<file path="config.mk">
export PLATFORM = sky130hd
export DESIGN_NAME = low_power_mode_control
export DESIGN_NICKNAME = d
export VERILOG_FILES = /design/src/pkg/lpm_pkg.sv /design/src/hw/lpm_level_timer.sv /design/src/hw/low_power_mode_control.sv
export VERILOG_INCLUDE_DIRS = /design/src /design/src/pkg
export SDC_FILE = /design/constraint.sdc
export NUM_CORES = 1
export LEC_CHECK = 0
export ABC_CLOCK_PERIOD_IN_PS = 2500
export BUFFER_PORTS_ARGS = -buffer_cell sky130_fd_sc_hd__buf_2
export CORE_MARGIN = 4
export CORE_UTILIZATION = 50
export CTS_CLUSTER_DIAMETER = 50
export CTS_CLUSTER_SIZE = 8
export DETAILED_ROUTE_END_ITERATION = 12
export MAX_ROUTING_LAYER = met4
export PLACE_DENSITY = 0.66
export SLEW_MARGIN = 20
export SYNTH_ARGS = -nofsm -noshare
export SYNTH_HDL_FRONTEND = slang
export SYNTH_HIERARCHICAL = 1
export SYNTH_SLANG_ARGS = --single-unit
</file>
<file path="constraint.sdc">
create_clock -name clk_in -period 2.5 [get_ports clk_in]
set_input_delay 0.25 -clock clk_in [delete_from_list [all_inputs] [get_ports clk_in]]
set_output_delay 0.25 -clock clk_in [all_outputs]
set_load 0.005 [all_outputs]
</file>
<file path="src/pkg/lpm_map.svh">
// Timing counts and counter width for the low-power mode controller.
// Assumes a 125 MHz core clock; included by bare name.
`ifndef LPM_MAP_SVH
`define LPM_MAP_SVH
`define LPM_CLK_MHZ         125
`define LPM_ENTRY_MIN_NS    800
`define LPM_EXIT_MIN_US     200
// Least times round up to whole cycles
`define LPM_ENTRY_CYCLES    ((`LPM_ENTRY_MIN_NS * `LPM_CLK_MHZ + 999) / 1000)
`define LPM_EXIT_CYCLES     (`LPM_EXIT_MIN_US * `LPM_CLK_MHZ)
`define LPM_INIT_CYCLES     16
`define LPM_CNT_W           16
`endif

</file>
<file path="src/pkg/lpm_pkg.sv">
// Types for the low-power mode controller.
// Assumes lpm_map.svh supplies the widths.
`include "lpm_map.svh"
package lpm_pkg;
  typedef enum logic [3:0] {
    ST_RUN   = 4'h1,
    ST_SLEEP = 4'h2,
    ST_WAKE  = 4'h4,
    ST_INIT  = 4'h8
  } lpm_state_t;

  typedef struct packed {
    logic core_on;
    logic in_buf_en;
    logic out_buf_en;
    logic regs_clear;
    logic init_busy;
  } lpm_ctrl_t;
endpackage

</file>
<file path="src/hw/lpm_level_timer.sv">
// Counts cycles a level has stood and flags when a length is passed.
// Assumes a synchronised, glitch-free level on the core clock.
`timescale 1ns/1ns
`include "lpm_map.svh"
module lpm_level_timer #(
  parameter logic [`LPM_CNT_W-1:0] LIMIT = 16'h0001
) (
  input  wire logic clk_in,
  input  wire logic nrst_in,
  input  wire logic en_in,
  input  wire logic level_in,
  output logic      done_out
);
  logic [`LPM_CNT_W-1:0] cnt_q;

  // Any drop of the level restarts the count
  always_ff @(posedge clk_in or negedge nrst_in) begin
    if (!nrst_in) begin
      cnt_q <= 16'h0000;
    end else if (en_in) begin
      if (!level_in) begin
        cnt_q <= 16'h0000;
      end else if (cnt_q != LIMIT) begin
        cnt_q <= cnt_q + 16'h0001;
      end
    end
  end

  assign done_out = (cnt_q == LIMIT);
endmodule

</file>
<file path="src/hw/low_power_mode_control.sv">
// Low-power mode sequencer: qualifies the request pin, powers the core
// down, isolates I/O, and re-initialises on exit.
// Assumes the request pin is asynchronous to clk_in.
//
// Behaviour
// - Enter low power only after request held high longer than 800 ns.
// - In low power the core logic is switched off.
// - In low power input buffers off, outputs and bidirectionals tristated.
// - Register contents are lost; full re-initialisation on leaving.
// - After the exit time is met, initialisation runs before resuming.
`timescale 1ns/1ns
`include "lpm_map.svh"
module low_power_mode_control
  import lpm_pkg::*;
(
  // Clock, reset, enable
  input  wire logic clk_in,
  input  wire logic nrst_in,
  input  wire logic ce_in,
  // Request pin from the system controller
  input  wire logic low_power_request_in,
  // Power and isolation controls
  output logic      core_on_out,
  output logic      in_buf_en_out,
  output logic      out_buf_en_out,
  output logic      regs_clear_out,
  output logic      init_busy_out,
  output logic      low_power_out
);
  localparam logic [`LPM_CNT_W-1:0] ENTRY_LIM = `LPM_CNT_W'(`LPM_ENTRY_CYCLES + 1);
  localparam logic [`LPM_CNT_W-1:0] EXIT_LIM  = `LPM_CNT_W'(`LPM_EXIT_CYCLES + 1);
  // Count runs 0 to limit, so one less gives the full init length
  localparam logic [`LPM_CNT_W-1:0] INIT_LIM  = `LPM_CNT_W'(`LPM_INIT_CYCLES - 1);

  ////////////////////////////////////////////////////////////////////////
  // Pin synchroniser
  logic sync1_q;
  logic req_q;
  always_ff @(posedge clk_in or negedge nrst_in) begin
    if (!nrst_in) begin
      sync1_q <= 1'b0;
      req_q   <= 1'b0;
    end else if (ce_in) begin
      sync1_q <= low_power_request_in;
      req_q   <= sync1_q;
    end
  end

  ////////////////////////////////////////////////////////////////////////
  // Level timers
  lpm_state_t state_q;
  lpm_state_t state_d;
  logic       entry_done;
  logic       exit_done;
  logic [`LPM_CNT_W-1:0] init_cnt_q;

  // Strictly longer than the minimum, hence the extra cycle
  lpm_level_timer #(.LIMIT(ENTRY_LIM)) u_entry (
    .clk_in   (clk_in),
    .nrst_in  (nrst_in),
    .en_in    (ce_in),
    .level_in (req_q && state_q == ST_RUN),
    .done_out (entry_done)
  );

  // Charge pumps need the low level to stand long enough
  lpm_level_timer #(.LIMIT(EXIT_LIM)) u_exit (
    .clk_in   (clk_in),
    .nrst_in  (nrst_in),
    .en_in    (ce_in),
    .level_in (!req_q && (state_q == ST_SLEEP || state_q == ST_WAKE)),
    .done_out (exit_done)
  );

  ////////////////////////////////////////////////////////////////////////
  // Sequencer
  always_comb begin
    state_d = state_q;
    case (state_q)
      ST_RUN: begin
        if (entry_done) begin
          state_d = ST_SLEEP;
        end
      end
      ST_SLEEP: begin
        if (!req_q) begin
          state_d = ST_WAKE;
        end
      end
      ST_WAKE: begin
        if (req_q) begin
          state_d = ST_SLEEP;
        end else if (exit_done) begin
          state_d = ST_INIT;
        end
      end
      ST_INIT: begin
        if (init_cnt_q == INIT_LIM) begin
          state_d = ST_RUN;
        end
      end
      default: state_d = ST_RUN;
    endcase
  end

  always_ff @(posedge clk_in or negedge nrst_in) begin
    if (!nrst_in) begin
      state_q <= ST_RUN;
    end else if (ce_in) begin
      state_q <= state_d;
    end
  end

  // Initialisation length counter
  always_ff @(posedge clk_in or negedge nrst_in) begin
    if (!nrst_in) begin
      init_cnt_q <= 16'h0000;
    end else if (ce_in) begin
      if (state_q != ST_INIT) begin
        init_cnt_q <= 16'h0000;
      end else if (init_cnt_q != INIT_LIM) begin
        init_cnt_q <= init_cnt_q + 16'h0001;
      end
    end
  end

  ////////////////////////////////////////////////////////////////////////
  // Outputs, registered
  lpm_ctrl_t ctrl_q;
  logic      asleep;
  assign asleep = (state_d == ST_SLEEP) || (state_d == ST_WAKE);

  always_ff @(posedge clk_in or negedge nrst_in) begin
    if (!nrst_in) begin
      ctrl_q <= '{core_on: 1'b1, in_buf_en: 1'b1, out_buf_en: 1'b1,
                  regs_clear: 1'b0, init_busy: 1'b0};
    end else if (ce_in) begin
      // Core stays off until initialisation has finished
      ctrl_q.core_on    <= !asleep && state_d != ST_INIT;
      ctrl_q.in_buf_en  <= !asleep && state_d != ST_INIT;
      ctrl_q.out_buf_en <= !asleep && state_d != ST_INIT;
      // Core state is not kept; clear held until init ends
      ctrl_q.regs_clear <= asleep || state_d == ST_INIT;
      ctrl_q.init_busy  <= state_d == ST_INIT;
    end
  end

  assign core_on_out    = ctrl_q.core_on;
  assign in_buf_en_out  = ctrl_q.in_buf_en;
  assign out_buf_en_out = ctrl_q.out_buf_en;
  assign regs_clear_out = ctrl_q.regs_clear;
  assign init_busy_out  = ctrl_q.init_busy;
  assign low_power_out  = !ctrl_q.core_on;

  ////////////////////////////////////////////////////////////////////////
  // Checks
  // Own count of the held level, so the entry check does not trust the timer
  logic [`LPM_CNT_W-1:0] hold_cnt_q;
  always_ff @(posedge clk_in or negedge nrst_in) begin
    if (!nrst_in) begin
      hold_cnt_q <= 16'h0000;
    end else if (ce_in) begin
      if (!req_q) begin
        hold_cnt_q <= 16'h0000;
      end else if (hold_cnt_q != 16'hFFFF) begin
        hold_cnt_q <= hold_cnt_q + 16'h0001;
      end
    end
  end

  property p_entry_needs_hold;
    @(posedge clk_in) disable iff (!nrst_in)
      $rose(state_q == ST_SLEEP) && $past(state_q) == ST_RUN |-> $past(hold_cnt_q) > `LPM_ENTRY_CYCLES;
  endproperty
  a_entry_needs_hold: assert property (p_entry_needs_hold) else $error("sleep before hold time");
  property p_entry_qualified;
    @(posedge clk_in) disable iff (!nrst_in)
      $rose(state_q == ST_SLEEP) && $past(state_q) == ST_RUN |-> $past(entry_done);
  endproperty
  a_entry_qualified: assert property (p_entry_qualified) else $error("sleep without hold");

  property p_core_off;
    @(posedge clk_in) disable iff (!nrst_in)
      (state_q == ST_SLEEP) && $past(state_q == ST_SLEEP) |-> !core_on_out;
  endproperty
  a_core_off: assert property (p_core_off) else $error("core on while asleep");

  property p_io_isolated;
    @(posedge clk_in) disable iff (!nrst_in)
      !core_on_out |-> !in_buf_en_out && !out_buf_en_out;
  endproperty
  a_io_isolated: assert property (p_io_isolated) else $error("io active while asleep");

  property p_regs_cleared;
    @(posedge clk_in) disable iff (!nrst_in)
      $fell(core_on_out) |-> regs_clear_out;
  endproperty
  a_regs_cleared: assert property (p_regs_cleared) else $error("regs kept in sleep");

  property p_init_after_exit;
    @(posedge clk_in) disable iff (!nrst_in)
      $rose(state_q == ST_INIT) |-> $past(exit_done) && !$past(req_q);
  endproperty
  a_init_after_exit: assert property (p_init_after_exit) else $error("init without exit time");

  property p_init_before_run;
    @(posedge clk_in) disable iff (!nrst_in)
      $rose(core_on_out) |-> $past(init_busy_out);
  endproperty
  a_init_before_run: assert property (p_init_before_run) else $error("resume without init");

  property p_early_drop;
    @(posedge clk_in) disable iff (!nrst_in)
      ce_in && state_q == ST_RUN && !req_q && !entry_done |=> state_q == ST_RUN;
  endproperty
  a_early_drop: assert property (p_early_drop) else $error("sleep after early drop");

  property p_short_high_stays;
    @(posedge clk_in) disable iff (!nrst_in)
      ce_in && state_q == ST_RUN && $rose(req_q) |=> state_q == ST_RUN [*8];
  endproperty
  a_short_high_stays: assert property (p_short_high_stays) else $error("entry too early");
endmodule

</file>
==> impl_metrics.ini, run 1 <==
[logic_synthesis]
synth-xor-area-share = 0.005106
ys_types = 69
ys_seq_elements = 57
synth_area_leaders = dfrtp_1, nand2_1, o31ai_1
synthAdderAreaFrac = 0.01823
synth_simple_gate_area_frac = 0.2527
synth_compound_area_frac = 0.2232
synth_top_family_by_area = simple AND/OR/NAND/NOR gates
synth_edf_count = 0
synth_flop_cell = dfrtp_1
async_flop_share = 1.000
ys_warn_count = 6
yosysTopAreaCell = dfrtp_1
syn_nets = 372
synth_area_um2 = 3431
synth_mux_area_frac = 0.02772
ys_seq_area_frac = 0.4165
yosys-top-cells-count = dfrtp_1, nand2_1, o21ai_0, nand4_1, o31ai_1
avgSynthCellArea_um2 = 9.451
yosysMostFrequentCell = dfrtp_1
yosys.area.top_type_share = 0.4012
syn_inst = 363

[grt]
antenna_found_initial = 0
overflow = 0
grt_max_degree = 58
first_global_vias = 2751
grt_pass1_wl_mm = 12.85
track_usage = 0.1956

[cts]
htree_num_levels = 3
cts_buffer_depth = 2
numCtsBuffers = 9
root_buffer = clkbuf_8
cts_setup_buffers = 0
cts_hold_buf = 0
clock_latency_ps = 330
cts_tree = done
clkTransAtPathRegs_ps = 70
clkSinkCount = 57

[critical_path]
cp-start-kind = register
end_kind = register
critPathKind = register to register
critPathRequiredTime_ps = 2710
crit_path_max_fanout = 11
cp.arrival_ps = 2400

[placed_design]
hpwl_mm = 5.150
gp_congestion = 0.8441
place_ws_ps = 264.1
io_buffers = 9

[sta]
final-hold-violation-count = 0
finalSetupTns_ps = 0
clock.fmax_mhz = 457.1
holdWs_ps = 53.66
slew_headroom = 0.5192
rsz0062_at_grt = false
setup_viol = 0
fin_skew_ps = 10.68
setup_ws_ps = 312.3
slew_viol_final = 0
post-route-period-util = 0.8751
worstMarginPinSlew_ps = 721.1
finalCriticalPeriod_ps = 2188

[final_layout]
diodes = 0
n_fill_cell = 581
final_core_util = 0.5631
finalNetCount = 374
area_growth_pct = 6.601
layout-drive-gt1-share = 0.1459

[power_and_ir_drop]
power_per_cell_area_nw_per_um2 = 523.8
p_int_mw = 1.419
p_clk_frac = 0.403
switchingPower_mw = 0.4963
p_seq_frac = 0.516
ir_drop_v = 0.0002508
switching_share = 0.2591
p_comb_frac = 0.081
p_leak_nw = 1.544

[floorplan]
core_area_um2 = 6495
dieArea_um2 = 8251
die_y_um = 90.84
initial_core_util = 0.5282
die_x_um = 90.84
rows = 29
ios = 10

[routing]
avgRoutedWirePerCell_um = 16.89
vias = 2897
vias_per_cell = 6.481
drt-total-wl_mm = 7.548
final_antenna_net_count = 0
drtIter0Drc = 187
dr.pass1.iters = 4
drc_errors = 0

[job]
maxCapViolations = 0

[worst_hold_path]
hp-class = primary input to asynchronous set/reset pin

[status]
status = finished clean
[power groups by stage]
stage / logic (mW) / clock network (mW) / registers (mW)
2_1_floorplan: 0.119 / 0 / 0.990
3_3_place_gp: 0.153 / 0 / 1.00
3_5_place_dp: 0.156 / 0 / 1.01
4_1_cts: 0.156 / 0.791 / 0.989
5_1_grt: 0.176 / 0.836 / 0.994
6_report: 0.154 / 0.772 / 0.989
[per-layer routing]
layer	GRT usage	share of wire	routed length, µm	vias up
met1	0.2533	0.48	3594	1415
met5	-	0	0	-
li1	-	-	-	1401
met3	0.03250	0.042	318	9
met4	0.09045	0.015	111	0
met2	0.3008	0.47	3523	72
[cell families (layout without fill, tap and decap cells)]
| logic type | count (synthesis) | in the layout |
|---|---|---|
| simple gates | 140 | 140 |
| flops | 57 | 57 |
| xor+xnor | 2 | 2 |
| compound gates | 110 | 110 |
| buf+inv | 40 | 47 |
| mux | 9 | 9 |
| fa+ha+maj | 5 | 5 |
[cells in the final DEF, fill, tap and decap left out, types with 4 or more instances in the layout]
master | Yosys | layout
nand2b_1 | 4 | 4
or3_1 | 4 | 4
mux2i_1 | 5 | 5
and2_1 | 6 | 6
and3_1 | 4 | 4
buf_2 | 5 | 9
buf_4 | 4 | 5
o2bb2ai_1 | 5 | 5
ha_1 | 5 | 5
or4_1 | 5 | 5
nor4_1 | 8 | 8
o21ai_0 | 24 | 24
a41oi_1 | 5 | 5
and4_1 | 5 | 5
o21ai_1 | 13 | 13
o31ai_1 | 17 | 17
nand4_1 | 19 | 19
mux2_2 | 4 | 4
a21oi_1 | 12 | 12
dfrtp_1 | 55 | 55
nand2_1 | 36 | 36
nand3_2 | 4 | 4
o41ai_1 | 4 | 4
nor2_1 | 11 | 11
inv_1 | 16 | 16
nand3_1 | 6 | 6
clkbuf_8 | 0 | 11
[what timing repair did]
item	CTS	global route
gates resized for setup	0	1
endpoints found under the setup margin	0	1
hold endpoints to repair	0	0
[critical path, stage by stage (launching register included)]
cell and delay (ps):
dfrtp_1 490, nor4b_1 450, and2_1 290, nand2_1 70, a41o_1 380, o41ai_1 390
[stage by stage]
stage	instance area [µm²]	power (mW)	instances
after detailed placement	3480	1.163	431
after global routing	3657	2.006	447
after global placement	3480	1.157	431
after floorplan	3431	1.109	363
final	3657	1.916	447
after CTS	3656	1.937	447
[final timing paths]
kind                                            from                           end  slack, ps  cells after the start
hold / removal                               nrst_in  u_entry/cnt_q[9]$_DFFE_PN0P_         50                      2
setup reg to reg              state_q[2]$_DFFE_PN0P_  u_entry/cnt_q[7]$_DFFE_PN0P_        310                      5
hold reg to reg            init_busy_out$_DFFE_PN0P_     init_busy_out$_DFFE_PN0P_        500                      1
setup / recovery              state_q[2]$_DFFE_PN0P_  u_entry/cnt_q[7]$_DFFE_PN0P_        310                      5
max in group asynchronous                    nrst_in   u_exit/cnt_q[4]$_DFFE_PN0P_       1950                      2
min in group clk_in             low_power_request_in           sync1_q$_DFFE_PN0P_        170                      2
[registers in the layout, indices dropped and copies added, names as in the netlist]
signal and flops:
u_exit/cnt_q 16, regs_clear_out 1, u_entry/cnt_q 16, req_q 1
init_cnt_q 16, core_on_out 1, state_q 4, sync1_q 1
init_busy_out 1
[area by class of cell]
class                   count  area [µm²]  share of cell area
repair buffers             14       82.58             0.02258
clock inverters             3       17.52            0.004790
clock buffers              13       158.9             0.04345
well taps                  77       96.34             0.02634
flip-flops and latches     57        1429              0.3907
multi-input cells         266        1809              0.4947
inverters                  17       63.81             0.01745
(Power assumes the default switching activity.)
==> inputs of run 2 (changes only) <==
--- a/config.mk
+++ b/config.mk
@@ -7,7 +7,7 @@
 export NUM_CORES = 1
 export LEC_CHECK = 0
 export ABC_CLOCK_PERIOD_IN_PS = 2500
-export BUFFER_PORTS_ARGS = -buffer_cell sky130_fd_sc_hd__buf_2
+export BUFFER_PORTS_ARGS = -buffer_cell sky130_fd_sc_hd__buf_4
 export CORE_MARGIN = 4
 export CORE_UTILIZATION = 50
 export CTS_CLUSTER_DIAMETER = 50
==> impl_metrics.ini, run 2 (synthesis results as in run 1) <==
[sta]
finalSetupTns_ps = 0
slew_headroom = 0.5177
fin_skew_ps = 9.662
setup_viol = 0
post-route-period-util = 0.8939
worstMarginPinSlew_ps = 723.4
final-hold-violation-count = 0
rsz0062_at_grt = false
finalCriticalPeriod_ps = 2235
clock.fmax_mhz = 447.5
slew_viol_final = 0
setup_ws_ps = 265.3

[critical_path]
path_cells = nor4b_1 -> and2_2 -> and4b_1 -> a41o_2 -> o21ai_1 -> o41ai_1
r2r_start = state_q[0]$_DFFE_PN1P_
worst_r2r_endpoint = u_entry/cnt_q[7]$_DFFE_PN0P_
critPathRequiredTime_ps = 2720
crit_path_max_fanout = 17
cp-start-kind = register
r2r_cells = 6
critPathKind = register to register
reg2reg_setup_slack_ps = 270
cp.arrival_ps = 2450
end_kind = register
slowest_stage = dfstp_2
cpPeakStageDelay_ps = 580

[worst_hold_path]
min_to = sync1_q$_DFFE_PN0P_
hold_depth = 2
hp-class = primary input to register
hp-start = low_power_request_in

[cts]
numCtsBuffers = 9
cts_setup_buffers = 0
cts_tree = done
root_buffer = clkbuf_8
clkSinkCount = 57
clkTransAtPathRegs_ps = 60
clock_latency_ps = 330
htree_num_levels = 3
cts_buffer_depth = 2

[floorplan]
die_x_um = 90.84
rows = 29
ios = 10
initial_core_util = 0.5282
core_area_um2 = 6495
die_y_um = 90.84
dieArea_um2 = 8251

[grt]
overflow = 0
track_usage = 0.2011
first_global_vias = 2726
grt_max_degree = 58
antenna_found_initial = 0
grt_pass1_wl_mm = 13.17

[routing]
final_antenna_net_count = 0
drt-total-wl_mm = 7.643
vias_per_cell = 6.528
vias = 2905
avgRoutedWirePerCell_um = 17.18
drc_errors = 0
drtIter0Drc = 204
dr.pass1.iters = 5

[power_and_ir_drop]
finalPower_mw = 1.982
p_leak_nw = 1.553
ir_drop_v = 0.0002426
power_per_cell_area_nw_per_um2 = 536.7

[placed_design]
gp_congestion = 0.8452
place_ws_ps = 152.8
placedInstanceArea_um2 = 3492
hpwl_mm = 5.192
io_buffers = 9

[status]
status = finished clean

[final_layout]
area_growth_pct = 7.659
n_fill_cell = 563
diodes = 0
finalInstanceArea_um2 = 3694
finalNetCount = 372
final_cell_mix = dfrtp_1, nand2_1, o21ai_0, nand4_1, o31ai_1
layout-drive-gt1-share = 0.1386
final_common_cell = dfrtp_1
top_regs = init_cnt_q (16), u_entry/cnt_q (16), u_exit/cnt_q (16)

[job]
maxCapViolations = 0
run 2: worst max-delay path by stage:
| stage | from | to | cells past startpoint |
|---|---|---|---|
| 2_1_floorplan | state_q[3]$_DFFE_PN0P_ | u_exit/cnt_q[5]$_DFFE_PN0P_ | 9 |
| 3_3_place_gp | state_q[0]$_DFFE_PN1P_ | u_entry/cnt_q[7]$_DFFE_PN0P_ | 5 |
| 3_5_place_dp | state_q[0]$_DFFE_PN1P_ | u_entry/cnt_q[7]$_DFFE_PN0P_ | 5 |
| 4_1_cts | state_q[0]$_DFFE_PN1P_ | u_entry/cnt_q[7]$_DFFE_PN0P_ | 5 |
| 5_1_grt | state_q[0]$_DFFE_PN1P_ | u_entry/cnt_q[7]$_DFFE_PN0P_ | 5 |
| 6_report | state_q[0]$_DFFE_PN1P_ | u_entry/cnt_q[7]$_DFFE_PN0P_ | 6 |
run 2: per-layer routing:
layer / GRT usage / share of wire / vias to the layer above
li1: - / - / 1401
met1: 0.2728 / 0.49 / 1408
met2: 0.2971 / 0.45 / 82
met3: 0.03083 / 0.043 / 14
met4: 0.09171 / 0.019 / 0
met5: - / 0 / -
run 2: critical path, delay by kind of cell, from the launching register on:
family | cells | cell delay, ps
simple gates | 3 | 950
flops | 1 | 580
compound gates | 3 | 600
run 2: per-stage QoR:
stage | util | instances | hold slack (ps)
2_1_floorplan | - | 363 | -45.59
3_3_place_gp | 0.5377 | 428 | 360.8
3_5_place_dp | 0.5377 | 428 | 359.4
4_1_cts | 0.5683 | 445 | 147.3
5_1_grt | 0.5687 | 445 | 152.2
6_report | 0.5687 | 445 | 161.2
run 2: layout make-up:
cell class | count | area, µm² | share of cell area
Multi-Input combinational cell | 266 | 1810 | 0.4902
Sequential cell | 57 | 1429 | 0.3869
Clock buffer | 13 | 148.9 | 0.04031
Timing Repair Buffer | 12 | 105.1 | 0.02846
Tap cell | 77 | 96.34 | 0.02608
Inverter | 17 | 63.81 | 0.01728
Clock inverter | 3 | 40.04 | 0.01084
run 2: what timing repair did:
item,in CTS,in global routing
hold endpoints to repair,27,0
hold buffers,1,0
endpoints found under the setup margin,0,10
gates resized for setup,0,2
run 2: power by group:
| part | internal, mW | switching, mW | leakage [nW] |
|---|---|---|---|
| sequential | 0.947 | 0.0434 | 0.782 |
| combinational | 0.0600 | 0.0940 | 0.673 |
| clock | 0.485 | 0.352 | 0.0974 |
